--- src/hw/timer_ctrl_consts.vh ---
`ifndef TIMER_CTRL_CONSTS_VH
`define TIMER_CTRL_CONSTS_VH

// Register offsets
`define OFS_SPLIT_SELECT   4'h3
`define OFS_CTRL_E_CLEAR   4'h4
`define OFS_CTRL_E_SET     4'h5
`define OFS_BV_CLEAR       4'h6
`define OFS_BV_SET         4'h7
`define OFS_HW_CONTROL     4'h8

// Split select field
`define SPLIT_BIT          0

// Control E fields
`define CE_DIR_BIT         0
`define CE_LOCK_UPDATE_BIT        1
`define CE_CMD_LSB         2
`define CE_CMD_MSB         3

// Command encodings
`define CMD_NONE           2'h0
`define CMD_UPDATE         2'h1
`define CMD_RESTART        2'h2
`define CMD_HARD_RESET     2'h3

// Buffer valid fields
`define BV_PER_BIT         0
`define BV_CMP_LSB         1
`define BV_CMP_MSB         3

// Hardware control fields (enable, auto lock, compare enables)
`define HC_ENABLE_BIT      0
`define HC_AUTO_LOCK_UPDATE_BIT       1
`define HC_CMPEN_LSB       2
`define HC_CMPEN_MSB       4

// Waveform modes
`define WG_DSTOP           3'h5
`define WG_DSBOTH          3'h6
`define WG_DSBOTTOM        3'h7

`define RESET_BYTE         8'h00
`define ZERO_BYTE          8'h00

`endif

--- src/hw/command_decoder.v ---
`timescale 1ns/100ps
`include "timer_ctrl_consts.vh"

module command_decoder (
  input  wire       cmd_write,
  input  wire [1:0] cmd_value,
  input  wire       timer_enabled,
  output wire       force_update,
  output wire       force_restart,
  output wire       force_hard_reset
);

  assign force_update     = cmd_write && (cmd_value == `CMD_UPDATE);
  assign force_restart    = cmd_write && (cmd_value == `CMD_RESTART);
  // Hard reset while running would corrupt a live waveform
  assign force_hard_reset = cmd_write && (cmd_value == `CMD_HARD_RESET)
                            && !timer_enabled;

endmodule // command_decoder

--- src/hw/direction_tracker.v ---
`timescale 1ns/100ps
`include "timer_ctrl_consts.vh"

module direction_tracker (
  input  wire [2:0] wave_mode,
  input  wire       at_top,
  input  wire       at_bottom,
  input  wire       event_updown_en,
  input  wire       event_level,
  output reg        hw_dir_load,
  output reg        hw_dir_value
);

  always @* begin
    hw_dir_load  = 1'b0;
    hw_dir_value = 1'b0;
    // Event action overrides the mode turnaround
    if (event_updown_en) begin
      hw_dir_load  = 1'b1;
      hw_dir_value = event_level;
    end else if (wave_mode == `WG_DSTOP || wave_mode == `WG_DSBOTH ||
                 wave_mode == `WG_DSBOTTOM) begin
      if (at_top) begin
        hw_dir_load  = 1'b1;
        hw_dir_value = 1'b1;
      end else if (at_bottom) begin
        hw_dir_load  = 1'b1;
        hw_dir_value = 1'b0;
      end
    end
  end

endmodule // direction_tracker

--- src/hw/timer_update_control_regs.v ---
`timescale 1ns/100ps
`include "timer_ctrl_consts.vh"

// Behaviour
// - Split bit one makes two 8-bit timers and changes register map; here it only drives split_mode_enable, register map unchanged.
// - Writing one to a clear register bit clears that control bit.
// - Writing one to a set register bit sets that control bit.
// - Command 0 none, 1 update, 2 restart, 3 hard reset.
// - Command bits always read zero in set and clear registers.
// - Hard reset command ignored while timer enabled.
// - Lock update one blocks buffer transfer; zero transfers on update.
// - Direction zero counts up, one down; software set/clear changes it.
// - Hardware changes direction at dual-slope turnarounds and on event actions.
// - Compare buffer write sets that channel's buffer valid flag.
// - Period buffer write sets the period buffer valid flag.
// - Update condition clears all buffer valid flags.
// - Auto lock holds lock update until all enabled compare flags valid.
// - Next update after auto clear transfers buffers, then relocks.
module timer_update_control_regs (
  input  wire       mclk,
  input  wire       rstn,
  input  wire [3:0] addr,
  input  wire [7:0] wdata,
  input  wire       wr_stb,
  input  wire       rd_stb,
  output reg  [7:0] rdata,
  input  wire       update_condition,
  input  wire       period_buffer_write,
  input  wire [2:0] compare_buffer_write,
  input  wire [2:0] wave_mode,
  input  wire       at_top,
  input  wire       at_bottom,
  input  wire       event_updown_en,
  input  wire       event_level,
  output reg        split_mode_enable,
  output reg        lock_update,
  output reg        count_down,
  output reg        period_buffer_valid,
  output reg  [2:0] compare_buffer_valid,
  output reg        buffer_transfer,
  output reg        update_pulse,
  output reg        restart_pulse,
  output reg        hard_reset_pulse,
  output reg        timer_enabled
);

  reg        auto_lock_update_reg;
  reg  [2:0] compare_enable_reg;
  reg        lock_next;
  reg        dir_next;
  reg  [3:0] bv_next;
  reg  [7:0] rdata_next;
  wire       wr_e_clr;
  wire       wr_e_set;
  wire       wr_bv_clr;
  wire       wr_bv_set;
  wire       cmd_write;
  wire [1:0] cmd_value;
  wire       force_update;
  wire       force_restart;
  wire       force_hard_reset;
  wire       hw_dir_load;
  wire       hw_dir_value;
  wire       upd_event;
  wire       all_enabled_valid;

  assign wr_e_clr  = wr_stb && (addr == `OFS_CTRL_E_CLEAR);
  assign wr_e_set  = wr_stb && (addr == `OFS_CTRL_E_SET);
  assign wr_bv_clr = wr_stb && (addr == `OFS_BV_CLEAR);
  assign wr_bv_set = wr_stb && (addr == `OFS_BV_SET);
  assign cmd_write = wr_e_clr || wr_e_set;
  assign cmd_value = wdata[`CE_CMD_MSB:`CE_CMD_LSB];

  command_decoder u_cmd (
    .cmd_write        (cmd_write),
    .cmd_value        (cmd_value),
    .timer_enabled    (timer_enabled),
    .force_update     (force_update),
    .force_restart    (force_restart),
    .force_hard_reset (force_hard_reset)
  );

  direction_tracker u_dir (
    .wave_mode       (wave_mode),
    .at_top          (at_top),
    .at_bottom       (at_bottom),
    .event_updown_en (event_updown_en),
    .event_level     (event_level),
    .hw_dir_load     (hw_dir_load),
    .hw_dir_value    (hw_dir_value)
  );

  // A forced update counts as an update condition
  assign upd_event = update_condition || force_update;

  // Disabled channels do not hold the lock
  assign all_enabled_valid =
    ((compare_buffer_valid | ~compare_enable_reg) == 3'h7);

  always @* begin
    lock_next = lock_update;
    if (wr_e_clr && wdata[`CE_LOCK_UPDATE_BIT])
      lock_next = 1'b0;
    if (wr_e_set && wdata[`CE_LOCK_UPDATE_BIT])
      lock_next = 1'b1;
    if (auto_lock_update_reg) begin
      if (upd_event && !lock_update)
        lock_next = 1'b1;
      else if (all_enabled_valid)
        lock_next = 1'b0;
      else
        lock_next = 1'b1;
    end
  end

  always @* begin
    dir_next = count_down;
    if (hw_dir_load)
      dir_next = hw_dir_value;
    if (wr_e_clr && wdata[`CE_DIR_BIT])
      dir_next = 1'b0;
    if (wr_e_set && wdata[`CE_DIR_BIT])
      dir_next = 1'b1;
  end

  always @* begin
    bv_next = {compare_buffer_valid, period_buffer_valid};
    if (upd_event)
      bv_next = 4'h0;
    if (wr_bv_clr)
      bv_next = bv_next & ~wdata[`BV_CMP_MSB:`BV_PER_BIT];
    if (wr_bv_set)
      bv_next = bv_next | wdata[`BV_CMP_MSB:`BV_PER_BIT];
    // New buffer writes win over a same-cycle clear
    if (period_buffer_write)
      bv_next[`BV_PER_BIT] = 1'b1;
    bv_next[`BV_CMP_MSB:`BV_CMP_LSB] =
      bv_next[`BV_CMP_MSB:`BV_CMP_LSB] | compare_buffer_write;
  end

  always @* begin
    rdata_next = `ZERO_BYTE;
    case (addr)
      `OFS_SPLIT_SELECT: rdata_next = {7'h00, split_mode_enable};
      // Command field always reads as zero
      `OFS_CTRL_E_CLEAR,
      `OFS_CTRL_E_SET:   rdata_next = {6'h00, lock_update, count_down};
      `OFS_BV_CLEAR,
      `OFS_BV_SET:       rdata_next = {4'h0, compare_buffer_valid,
                                       period_buffer_valid};
      `OFS_HW_CONTROL:   rdata_next = {3'h0, compare_enable_reg,
                                       auto_lock_update_reg, timer_enabled};
      default:           rdata_next = `ZERO_BYTE;
    endcase
  end

  always @(posedge mclk or negedge rstn) begin
    if (!rstn) begin
      rdata                <= `RESET_BYTE;
      split_mode_enable    <= 1'b0;
      lock_update          <= 1'b0;
      count_down           <= 1'b0;
      period_buffer_valid  <= 1'b0;
      compare_buffer_valid <= 3'h0;
      buffer_transfer      <= 1'b0;
      update_pulse         <= 1'b0;
      restart_pulse        <= 1'b0;
      hard_reset_pulse     <= 1'b0;
      timer_enabled        <= 1'b0;
      auto_lock_update_reg <= 1'b0;
      compare_enable_reg   <= 3'h0;
    end else if (force_hard_reset) begin
      // Hard reset returns the timer state to reset values
      rdata                <= `RESET_BYTE;
      split_mode_enable    <= 1'b0;
      lock_update          <= 1'b0;
      count_down           <= 1'b0;
      period_buffer_valid  <= 1'b0;
      compare_buffer_valid <= 3'h0;
      buffer_transfer      <= 1'b0;
      update_pulse         <= 1'b0;
      restart_pulse        <= 1'b0;
      hard_reset_pulse     <= 1'b1;
      auto_lock_update_reg <= 1'b0;
      compare_enable_reg   <= 3'h0;
    end else begin
      rdata               <= rd_stb ? rdata_next : `ZERO_BYTE;
      if (wr_stb && addr == `OFS_SPLIT_SELECT)
        split_mode_enable <= wdata[`SPLIT_BIT];
      if (wr_stb && addr == `OFS_HW_CONTROL) begin
        timer_enabled        <= wdata[`HC_ENABLE_BIT];
        auto_lock_update_reg <= wdata[`HC_AUTO_LOCK_UPDATE_BIT];
        compare_enable_reg   <= wdata[`HC_CMPEN_MSB:`HC_CMPEN_LSB];
      end
      lock_update          <= lock_next;
      count_down           <= dir_next;
      period_buffer_valid  <= bv_next[`BV_PER_BIT];
      compare_buffer_valid <= bv_next[`BV_CMP_MSB:`BV_CMP_LSB];
      buffer_transfer      <= upd_event && !lock_update;
      update_pulse         <= force_update;
      restart_pulse        <= force_restart;
      hard_reset_pulse     <= 1'b0;
    end
  end

endmodule // timer_update_control_regs

--- config.mk ---
export PLATFORM = sky130hd
export DESIGN_NAME = timer_update_control_regs
export DESIGN_NICKNAME = d
export VERILOG_FILES = /design/src/hw/command_decoder.v /design/src/hw/direction_tracker.v /design/src/hw/timer_update_control_regs.v
export VERILOG_INCLUDE_DIRS = /design/src /design/src/hw
export SDC_FILE = /design/constraint.sdc
export NUM_CORES = 1
export LEC_CHECK = 0
export ABC_AREA = 1
export BUFFER_PORTS_ARGS = -buffer_cell sky130_fd_sc_hd__buf_2
export CORE_AREA = 8 8 62 64
export CTS_CLUSTER_DIAMETER = 30
export DETAILED_ROUTE_END_ITERATION = 16
export DIE_AREA = 0 0 70 72
export GPL_TIMING_DRIVEN = 0
export PLACE_DENSITY = 0.71
export SLEW_MARGIN = 20
export SYNTH_ARGS = -nofsm -noshare
export SYNTH_HDL_FRONTEND = slang
export SYNTH_SLANG_ARGS = --single-unit
export TNS_END_PERCENT = 5
--- constraint.sdc ---
create_clock -name mclk -period 0.8 [get_ports mclk]
set_input_delay 0.16 -clock mclk [delete_from_list [all_inputs] [get_ports mclk]]
set_output_delay 0.16 -clock mclk [all_outputs]
set_load 0.03 [all_outputs]
# ---- Yosys cells after proc, flatten, opt, wreduce, memory -nomap -nowiden
# Cells that the tools add are included.
dict set report totals {
  ff_bits 24
  latch_bits 0
  ramBits 0
  romBits 0
  output_inout_bits 20
  wordCells 97
  memories 0
}
dict set report op_classes {
  addsub 0
  multipliers 0
  n_div 0
  order_cmp 0
  n_eq_ne 13
  shifts 0
  muxes 36
  bitwise 7
  n_reduce_logical 28
}
# operator n
set ops {}
lappend ops {{$mux W1} 27}
lappend ops {{$pmux W5 S4} 1}
lappend ops {{$eq A4 B3 Y1 const B} 4}
lappend ops {{$mux W8} 2}
lappend ops {{$logic_and A1 B1 Y1} 15}
lappend ops {{$eq A3 B3 Y1 const B} 4}
lappend ops {{$mux W4} 3}
lappend ops {{$mux W3} 3}
lappend ops {{$reduce_bool A4 Y1} 2}
lappend ops {{$or A3 B3 Y3} 2}
lappend ops {{$and A4 B4 Y4} 1}
lappend ops {{$eq A2 B2 Y1 const B} 2}
lappend ops {{$eq A4 B2 Y1 const B} 1}
lappend ops {{$eq A4 B4 Y1 const B} 1}
lappend ops {{$logic_or A1 B1 Y1} 4}
lappend ops {{$not A4 Y4} 1}
lappend ops {{$or A4 B4 Y4} 1}
lappend ops {{$reduce_bool A2 Y1} 2}
lappend ops {{$reduce_or A2 Y1} 2}
lappend ops {{$not A3 Y3} 1}
lappend ops {{$eq A2 B1 Y1 const B} 1}
lappend ops {{$logic_not A1 Y1} 2}
lappend ops {{$reduce_and A2 Y1} 1}
lappend ops {{$not A1 Y1} 1}

# ---- Logic depth before layout (Yosys ltp)
# Gate-level depths: netlist of run 1.
dict set report logic_depth {
  ltp_word 12
  mapped_depth 8
}

# ---- Modules after synthesis
# Synthesis of run 1 repeated with hierarchy kept, for this count alone.
dict set report unflattened {
  cells_unflattened 196
  hier_area_um2 1321.3
}
# mod instances cells_each area_per_inst_um2
set modules_own_cells {}
lappend modules_own_cells {timer_update_control_regs 1 176 1243.7}
lappend modules_own_cells {direction_tracker 1 13 51.3}
lappend modules_own_cells {command_decoder 1 7 26.3}

# ---- Worst setup path after synthesis of run 1
# Ideal clock, no wire load.
dict set report synth_timing {
  kind {register -> register}
  from {register timer_enabled}
  to {register lock_update}
  arrival_time_ps 900
  required_time_ps 678
  path_slack_ps -222
  path_stages_with_launch 5
  n_path_buf 0
  period_less_slack_ps 1022
  cell_sequence {dfrtp_1 > nor2_1 > nand2_2 > nand3_1 > a21oi_1}
}
dict set report synth_via {
  elab_chain_len 3
  elab_cells_between_ends 4
}
# item line
set synth_rtl {}
lappend synth_rtl {{start, declared} timer_update_control_regs.v:44} ;# output reg timer_enabled
lappend synth_rtl {{start signal, assigned} timer_update_control_regs.v:191} ;# timer_enabled <= wdata[`HC_ENABLE_BIT];
lappend synth_rtl {{$logic_not A1 Y1 *} command_decoder.v:17} ;# && !timer_enabled;
lappend synth_rtl {{$logic_and A1 B1 Y1 *} command_decoder.v:16} ;# assign force_hard_reset = cmd_write && (cmd_value == `CMD_HARD_RESET)
lappend synth_rtl {{$reduce_bool A4 Y1 (no source line) / $mux W1 (equally long branches)} n/a}
lappend synth_rtl {{end signal, assigned} timer_update_control_regs.v:195} ;# lock_update <= lock_next;
lappend synth_rtl {{end, declared} timer_update_control_regs.v:36} ;# output reg lock_update,
# Mark *: on every way between the ends. The rest lies on a longest branch, timed or not.
# A chain may end at the register's enable or synchronous reset.

# ---- Worst setup path after layout of run 1
dict set report layout_timing {
  from {register timer_enabled}
  to {output port timer_enabled}
}
# No word-level cell between the ends.

==> results.py, run 1 <==
metrics = {
    "run_status": {
        "status": "finished, violations left",
        "violations": "negative setup slack",
    },
    "clock_network": {
        "h-tree-depth": 1,
        "cts_tree": "done",
        "cts_buffer_depth": 2,
        "cts_buffers": 3,
        "clk_latency_ns": 0.30,
        "clk_pin_slew_ns": 0.12,
        "cts-root-buf": "clkbuf_4",
        "cts_sinks": 21,
    },
    "layout": {
        "fin_nets": 238,
        "area_growth_pct": 43.5,
        "largest_reg_flops": 5,
        "drive_above_1_share_pct": 37.8,
        "instances_no_fill": 242,
        "num-fill-cells": 261,
        "final_area_um2": 1640,
        "antennaDiodeCount": 0,
    },
    "timing": {
        "setup_viol": 32,
        "fin_tns_setup_ns": -5.83,
        "drv_slew": 0,
        "finalClockSkew_ns": 0.00272,
        "period_needed_ns": 1.07,
        "rsz0062_at_grt": "true",
        "clock.fmax_mhz": 939,
        "hold_violations": 0,
        "setup_slack_ns": -0.265,
        "timing.final.crit_share_pct": 133,
    },
    "critical_path": {
        "slowest_delay_ns": 0.43,
        "critPathTopFamily": "flip-flops",
        "critPathBufInv": 1,
        "cp_num_cells": 1,
        "slowest_stage": "dfrtp_2",
        "crit_fanout": 2,
        "cp-start-kind": "flip-flop",
        "required_ns": 0.64,
        "r2r_cells": 5,
        "cp_cell_sequence": "buf_4",
        "r2r_slack_ns": -0.24,
        "cp-end-kind": "output pin",
        "arrival_ns": 0.91,
        "critical_path_class": "reg -> out",
    },
    "placed_design": {
        "dp_cells": 233,
        "gp_congestion": 0.889,
        "dp_hpwl_um": 2390,
        "place_ws_ns": -0.396,
        "placement.io_buffers": 40,
        "place_area_um2": 1410,
    },
    "worst_hold_path": {
        "hp-class": "in -> reg",
        "hold_path_depth": 3,
    },
    "die": {
        "start_util_pct": 39.5,
        "dieHeight_um": 72,
        "rows": 20,
        "dieArea_um2": 5040,
        "core_region_area_um2": 2900,
        "top_level_ports": 48,
        "die_x_um": 70,
    },
    "yosys": {
        "synth_top_area_share_pct": 45.9,
        "syn_inst": 158,
        "synth_edf_count": 0,
        "yosys_warnings": 0,
        "netlist_area_um2": 1150,
        "ys_seq_area_share_pct": 45.9,
        "synth_ff_type": "dfrtp_1",
        "synthTopCellsByArea": "dfrtp_1 (46%), nand2_1 (11%), inv_1 (9.2%)",
        "synth-async-reset-ratio_pct": 100,
        "ys_ff_latch": 21,
        "synth_commonest_cells": "nand2_1 (34), inv_1 (28), dfrtp_1 (21), a21oi_1 (18), nor2_1 (17)",
        "yosysUniqueCellTypes": 20,
        "avgSynthCellArea_um2": 7.25,
        "yosysTopAreaCell": "dfrtp_1",
        "yosysMostFrequentCell": "nand2_1",
    },
    "global_route": {
        "grt_max_degree": 22,
        "grt_pass1_wl_um": 5190,
        "grt.overflow.total": 0,
        "antenna_found_initial": 0,
        "grt_use_total_pct": 12.3,
        "grt_pass1_vias": 1179,
    },
    "run": {
        "cap_violations": 0,
    },
    "detailed_routing": {
        "viasPerCell": 4.81,
        "drc": 0,
        "drt_wl_total_um": 3190,
        "wl_met3_um": 189,
        "met2_length_um": 1540,
        "via_count": 1165,
        "drt_iter0_markers": 39,
        "highest_layer": "met4",
        "met1_length_um": 1420,
        "antenna_left": 0,
        "firstDrtPassIters": 4,
        "wl_per_cell_um": 13.2,
    },
    "power_and_ir_drop": {
        "ir_worst_vdd_uv": 1210,
        "power_density_nw_per_um2": 1770,
        "p_leak_nw": 0.910,
        "finalPower_mw": 2.91,
    },
}
==> path summary, 6_finish.rpt <==
| path | from | end |
|---|---|---|
| max | timer_enabled$_DFFE_PN0P_ | timer_enabled |
| min | wdata[4] | compare_enable_reg[2]$_DFFE_PN0P_ |
| max reg2reg | timer_enabled$_DFFE_PN0P_ | lock_update$_DFFE_PN0P_ |
| min reg2reg | auto_lock_update_reg$_DFFE_PN0P_ | auto_lock_update_reg$_DFFE_PN0P_ |
| max in group asynchronous | rstn | timer_enabled$_DFFE_PN0P_ |
| min in group asynchronous | rstn | split_mode_enable$_DFFE_PN0P_ |
==> repair_timing <==
item / CTS / global route
gates resized for setup: 45 / 12
endpoints found under the hold margin: 21 / 0
setup buffers: 4 / 0
hold buffers: 1 / 0
pin swaps: 6 / 0
setup endpoints to repair: 32 / 36
==> where the power goes <==
group | internal, mW | switching (mW)
clock | 0.187 | 0.331
combinational | 0.456 | 0.633
sequential | 1.20 | 0.0996
total | 1.84 | 1.06
==> kinds of logic (layout without fill, tap and decap cells) <==
logic type / after synthesis / count (layout) / share of synthesized area (%)
AO/OA/AOI/OAI: 25 / 25 / 11.1
buffers and inverters: 33 / 82 / 11.9
flip-flops: 21 / 21 / 45.9
other: 1 / 3 / 0.327
AND/OR/NAND/NOR: 78 / 78 / 30.8
==> cell type report <==
type	count	area (um^2)	share of cell area, %
timing repair buffer	45	353	21.5
multi-input combinational	106	548	33.3
clock buffer	3	22.5	1.37
inverter	29	116	7.08
clock inverter	1	5.00	0.304
sequential	21	531	32.3
buffer	4	27.5	1.67
tap	33	41.3	2.51
==> placed cells by master, fill, tap and decap left out, drive strengths merged <==
master	n
dlygate4sd3	1
o22ai	2
clkbuf	4
inv	29
nand2	35
or2	1
nor3b	1
nor2	19
nor3	2
o21ai	5
buf	47
a21oi	18
nand3	17
clkinv	1
conb	3
nand4	3
dfrtp	21
==> layer usage <==
layer | GRT usage, % | up-vias
li1 | - | 599
met1 | 14.7 | 523
met2 | 21.1 | 39
met3 | 3.68 | 4
met4 | 3.35 | 0
met5 | 0 | -
==> stage by stage <==
stage / hold WS [ns] / util [%]
after floorplan: -0.136 / -
after global placement: 0.135 / 48.7
after detailed placement: 0.141 / 48.7
after CTS: 0.0399 / 55.6
after global routing: 0.0483 / 56.6
final: 0.0422 / 56.6
Note: power is estimated with default switching activity, not from simulation.
==> run 2, diff against run 1 <==
--- a/config.mk
+++ b/config.mk
@@ -14,6 +14,7 @@
 export DIE_AREA = 0 0 70 72
 export GPL_TIMING_DRIVEN = 0
 export PLACE_DENSITY = 0.71
+export REMOVE_ABC_BUFFERS = 1
 export SLEW_MARGIN = 20
 export SYNTH_ARGS = -nofsm -noshare
 export SYNTH_HDL_FRONTEND = slang
==> results.py, run 2 (synthesis results as in run 1) <==
metrics = {
    "power_and_ir_drop": {
        "finalPower_mw": 2.80,
        "p_leak_nw": 0.877,
        "ir_worst_vdd_uv": 1240,
        "clockPowerShare_pct": 17.8,
        "power.switching_mw": 0.991,
        "power_density_nw_per_um2": 1750,
        "internal_power_mw": 1.81,
        "combPwrFrac_pct": 35.7,
        "p_sw_share_pct": 35.4,
        "power_frac_seq_pct": 46.5,
    },
    "clock_network": {
        "clk_latency_ns": 0.30,
        "cts-root-buf": "clkbuf_4",
        "cts_sinks": 21,
        "h-tree-depth": 1,
        "cts_tree": "done",
        "cts_buffer_depth": 2,
        "cts_buffers": 3,
        "clk_pin_slew_ns": 0.12,
    },
    "timing": {
        "drv_slew": 0,
        "setup_slack_ns": -0.247,
        "timing.final.crit_share_pct": 131,
        "rsz0062_at_grt": "true",
        "period_needed_ns": 1.05,
        "clock.fmax_mhz": 956,
        "whs_ns": 0.0532,
        "hold_violations": 0,
        "finalClockSkew_ns": 0.00439,
        "setup_viol": 32,
    },
    "detailed_routing": {
        "wl_per_cell_um": 12.7,
        "drt_wl_total_um": 3040,
        "drt_iter0_markers": 44,
        "firstDrtPassIters": 4,
        "antenna_left": 0,
        "via_count": 1155,
        "viasPerCell": 4.83,
        "drc": 0,
    },
    "run_status": {
        "status": "finished, violations left",
        "violations": "negative setup slack",
    },
    "die": {
        "dieArea_um2": 5040,
        "core_region_area_um2": 2900,
        "rows": 20,
        "top_level_ports": 48,
        "start_util_pct": 39.5,
        "die_x_um": 70,
        "dieHeight_um": 72,
    },
    "layout": {
        "drive_above_1_share_pct": 34.0,
        "fin_nets": 235,
        "antennaDiodeCount": 0,
        "num-fill-cells": 276,
        "mostFrequentLayoutCell": "nand2_1",
        "instances_no_fill": 239,
        "mostFrequentLayoutCells": "nand2_1 (32), inv_1 (25), buf_2 (24)",
        "area_growth_pct": 39.2,
        "largest_reg_flops": 5,
    },
    "critical_path": {
        "cp-start-kind": "flip-flop",
        "slowest_delay_ns": 0.43,
        "required_ns": 0.64,
        "slowest_stage": "dfrtp_1",
        "cp_cell_sequence": "buf_6",
        "critPathTopFamily": "flip-flops",
        "critPathBufInv": 1,
        "arrival_ns": 0.89,
        "critical_path_class": "reg -> out",
        "crit_fanout": 2,
        "cp-end-kind": "output pin",
    },
    "placed_design": {
        "place_ws_ns": -0.392,
        "gp_congestion": 0.912,
        "placement.io_buffers": 41,
        "dp_hpwl_um": 2380,
        "dp_cells": 230,
    },
    "global_route": {
        "grt_pass1_vias": 1171,
        "grt_use_total_pct": 12.4,
        "grt_pass1_wl_um": 5180,
        "grt_max_degree": 22,
        "antenna_found_initial": 0,
        "grt.overflow.total": 0,
    },
    "worst_hold_path": {
        "hp-class": "in -> reg",
    },
    "run": {
        "cap_violations": 0,
    },
}
## run 2: what timing repair did
action                                  4_1_cts  5_1_grt
buffers inserted                              4        0
pin swaps                                     4        3
gates resized for setup                      37       15
endpoints found under the setup margin       32       35
hold buffers                                  1        0
hold endpoints to repair                     21        0
## run 2: worst register-to-register path, stage by stage, from the launching register on
cell	delay, ns
dfrtp_1	0.43
nor2_1	0.15
nand2_2	0.12
nand3_1	0.12
a21oi_1	0.07
## run 2: final cells by class
type / count / area, um^2 / area share [%]
tap: 33 / 41.3 / 2.59
inverter: 29 / 109 / 6.82
clock buffer: 3 / 22.5 / 1.41
timing repair buffer: 46 / 359 / 22.5
multi-input combinational: 106 / 533 / 33.4
sequential: 21 / 526 / 32.9
clock inverter: 1 / 5.00 / 0.314
## run 2: metal layers
metal	GRT usage [%]	wire length, um	share of wire, %	vias to the layer above
li1	-	-	-	587
met1	16.0	1360	45	521
met2	19.5	1440	47	43
met3	2.59	184	6.1	4
met4	5.80	53	1.7	0
met5	0	0	0	-
## run 2: metrics by stage
step / instance area (um^2) / setup TNS, ns / utilization [%]
2_1_floorplan: 1130 / -2.67 / -
3_3_place_gp: 1370 / -6.07 / 47.3
3_5_place_dp: 1370 / -6.28 / 47.3
4_1_cts: 1550 / -5.40 / 53.4
5_1_grt: 1600 / -7.02 / 55.0
6_report: 1600 / -5.17 / 55.0
## run 2: final timing paths
| check | from | to | slack [ns] | cells past startpoint |
|---|---|---|---|---|
| worst max-delay path | compare_buffer_valid[2]$_DFF_PN0_ | compare_buffer_valid[2] | -0.25 | 1 |
| worst min-delay path | wdata[4] | compare_enable_reg[2]$_DFFE_PN0P_ | 0.05 | 3 |
| worst max register to register | timer_enabled$_DFFE_PN0P_ | lock_update$_DFFE_PN0P_ | -0.18 | 4 |
| worst min register to register | auto_lock_update_reg$_DFFE_PN0P_ | auto_lock_update_reg$_DFFE_PN0P_ | 0.52 | 2 |
| max in group asynchronous | rstn | timer_enabled$_DFFE_PN0P_ | 0.16 | 2 |
| min in group asynchronous | rstn | update_pulse$_DFF_PN0_ | 0.33 | 2 |
## run 2: power by group through the flow
stage | logic (mW) | registers, mW | clock network (mW)
floorplan | 0.316 | 1.49 | 0
global placement | 0.769 | 1.31 | 0
detailed placement | 0.777 | 1.32 | 0
CTS | 0.974 | 1.30 | 0.524
global route | 1.10 | 1.32 | 0.590
finish | 0.998 | 1.30 | 0.498
==> run 3, diff against run 2 <==
--- a/config.mk
+++ b/config.mk
@@ -8,13 +8,14 @@
 export LEC_CHECK = 0
 export ABC_AREA = 1
 export BUFFER_PORTS_ARGS = -buffer_cell sky130_fd_sc_hd__buf_2
-export CORE_AREA = 8 8 62 64
+export CORE_AREA = 5 5 59 61
 export CTS_CLUSTER_DIAMETER = 30
 export DETAILED_ROUTE_END_ITERATION = 16
-export DIE_AREA = 0 0 70 72
+export DIE_AREA = 0 0 64 66
 export GPL_TIMING_DRIVEN = 0
 export PLACE_DENSITY = 0.71
 export REMOVE_ABC_BUFFERS = 1
+export SKIP_CTS_REPAIR_TIMING = 1
 export SLEW_MARGIN = 20
 export SYNTH_ARGS = -nofsm -noshare
 export SYNTH_HDL_FRONTEND = slang
==> results.py, run 3 (synthesis results as in run 1) <==
metrics = {
    "layout": {
        "area_growth_pct": 30.8,
        "mostFrequentLayoutCell": "buf_2",
        "drive_above_1_share_pct": 31.6,
        "instances_no_fill": 239,
        "fin_nets": 235,
        "final_util_pct": 51.2,
        "mostFrequentLayoutCells": "buf_2 (36), nand2_1 (31), inv_1 (27)",
        "final_area_um2": 1500,
        "num-fill-cells": 302,
        "antennaDiodeCount": 0,
        "largest_reg_flops": 5,
    },
    "die": {
        "rows": 20,
        "top_level_ports": 48,
        "start_util_pct": 39.1,
        "core_region_area_um2": 2930,
        "die_x_um": 64,
        "dieHeight_um": 66,
        "dieArea_um2": 4220,
    },
    "placed_design": {
        "place_area_um2": 1370,
        "gp_congestion": 0.929,
        "dp_cells": 230,
        "place_ws_ns": -0.410,
        "placement.io_buffers": 41,
        "dp_hpwl_um": 2310,
    },
    "timing": {
        "setup_viol": 32,
        "rsz0062_at_grt": "true",
        "whs_ns": 0.0428,
        "clock.fmax_mhz": 945,
        "fin_tns_setup_ns": -5.31,
        "drv_slew": 0,
        "finalClockSkew_ns": 0.00855,
        "hold_violations": 0,
        "timing.final.crit_share_pct": 132,
        "setup_slack_ns": -0.258,
        "period_needed_ns": 1.06,
    },
    "global_route": {
        "grt_max_degree": 22,
        "grt.overflow.total": 0,
        "grt_use_total_pct": 13.9,
        "antenna_found_initial": 0,
        "grt_pass1_wl_um": 4710,
        "grt_pass1_vias": 1091,
    },
    "detailed_routing": {
        "drt_iter0_markers": 43,
        "drc": 0,
        "antenna_left": 0,
        "drt_wl_total_um": 2830,
        "viasPerCell": 4.74,
        "via_count": 1133,
        "wl_per_cell_um": 11.8,
        "firstDrtPassIters": 4,
    },
    "critical_path": {
        "arrival_ns": 0.90,
        "r2r_slack_ns": -0.17,
        "crit_path_end": "compare_buffer_valid[1]",
        "slowest_delay_ns": 0.44,
        "critPathTopFamily": "flip-flops",
        "critPathLaunch": "compare_buffer_valid[1]$_DFF_PN0_",
        "critPathBufInv": 1,
        "cp_num_cells": 1,
        "cp-start-kind": "flip-flop",
        "critical_path_class": "reg -> out",
        "required_ns": 0.64,
        "crit_fanout": 3,
        "worstReg2RegEnd": "lock_update$_DFFE_PN0P_",
        "r2r_cells": 4,
        "cp-end-kind": "output pin",
        "cp_cell_sequence": "buf_6",
        "slowest_stage": "dfrtp_1",
        "reg2reg_from": "timer_enabled$_DFFE_PN0P_",
    },
    "clock_network": {
        "cts_buffers": 3,
        "cts_tree": "done",
        "h-tree-depth": 1,
        "cts-root-buf": "clkbuf_4",
        "clk_pin_slew_ns": 0.12,
        "cts_sinks": 21,
        "clk_latency_ns": 0.30,
        "cts_buffer_depth": 2,
    },
    "power_and_ir_drop": {
        "power_density_nw_per_um2": 1820,
        "finalPower_mw": 2.72,
        "ir_worst_vdd_uv": 1550,
        "p_leak_nw": 0.866,
    },
    "run_status": {
        "status": "finished, violations left",
        "violations": "negative setup slack",
    },
    "worst_hold_path": {
        "hp-class": "in -> reg",
    },
    "run": {
        "cap_violations": 0,
    },
}
run 3: cell counts in the layout (fill, tap and decap cells not counted):
No cell type changed its count.
run 3: worst min-delay path by stage:
stage	end	cells past startpoint	start
final	compare_enable_reg[2]$_DFFE_PN0P_	3	wdata[4]
after global routing	compare_enable_reg[2]$_DFFE_PN0P_	3	wdata[4]
after CTS	lock_update$_DFFE_PN0P_	1	rstn
after detailed placement	update_pulse$_DFF_PN0_	1	rstn
after global placement	hard_reset_pulse$_DFF_PN0_	1	rstn
after floorplan	auto_lock_update_reg$_DFFE_PN0P_	0	rstn
run 3: report_power, final:
part	internal (mW)	total (mW)	switching [mW]	leakage [nW]
Combinational	0.366	0.929	0.563	0.583
Clock	0.186	0.504	0.318	0.0177
Sequential	1.20	1.29	0.0947	0.265
run 3: per-layer routing:
metal	global-route usage, %	up-vias	routed length, um
li1	-	588	-
met1	18.5	506	1280
met2	22.5	37	1330
met3	4.08	2	207
met4	2.60	0	12
met5	0	-	0
run 3: worst min-delay path: cells and delay by family:
kind,cells,cell delay (ns)
and+or+nand+nor,2,0.09
buffers and inverters,1,0.08
run 3: layout make-up:
type / instances / area (um^2) / area share (%)
clock buffer: 3 / 22.5 / 1.50
clock inverter: 1 / 5.00 / 0.334
inverter: 29 / 109 / 7.26
multi-input combinational: 106 / 519 / 34.6
sequential: 21 / 526 / 35.1
tap: 33 / 41.3 / 2.75
timing repair buffer: 46 / 277 / 18.4
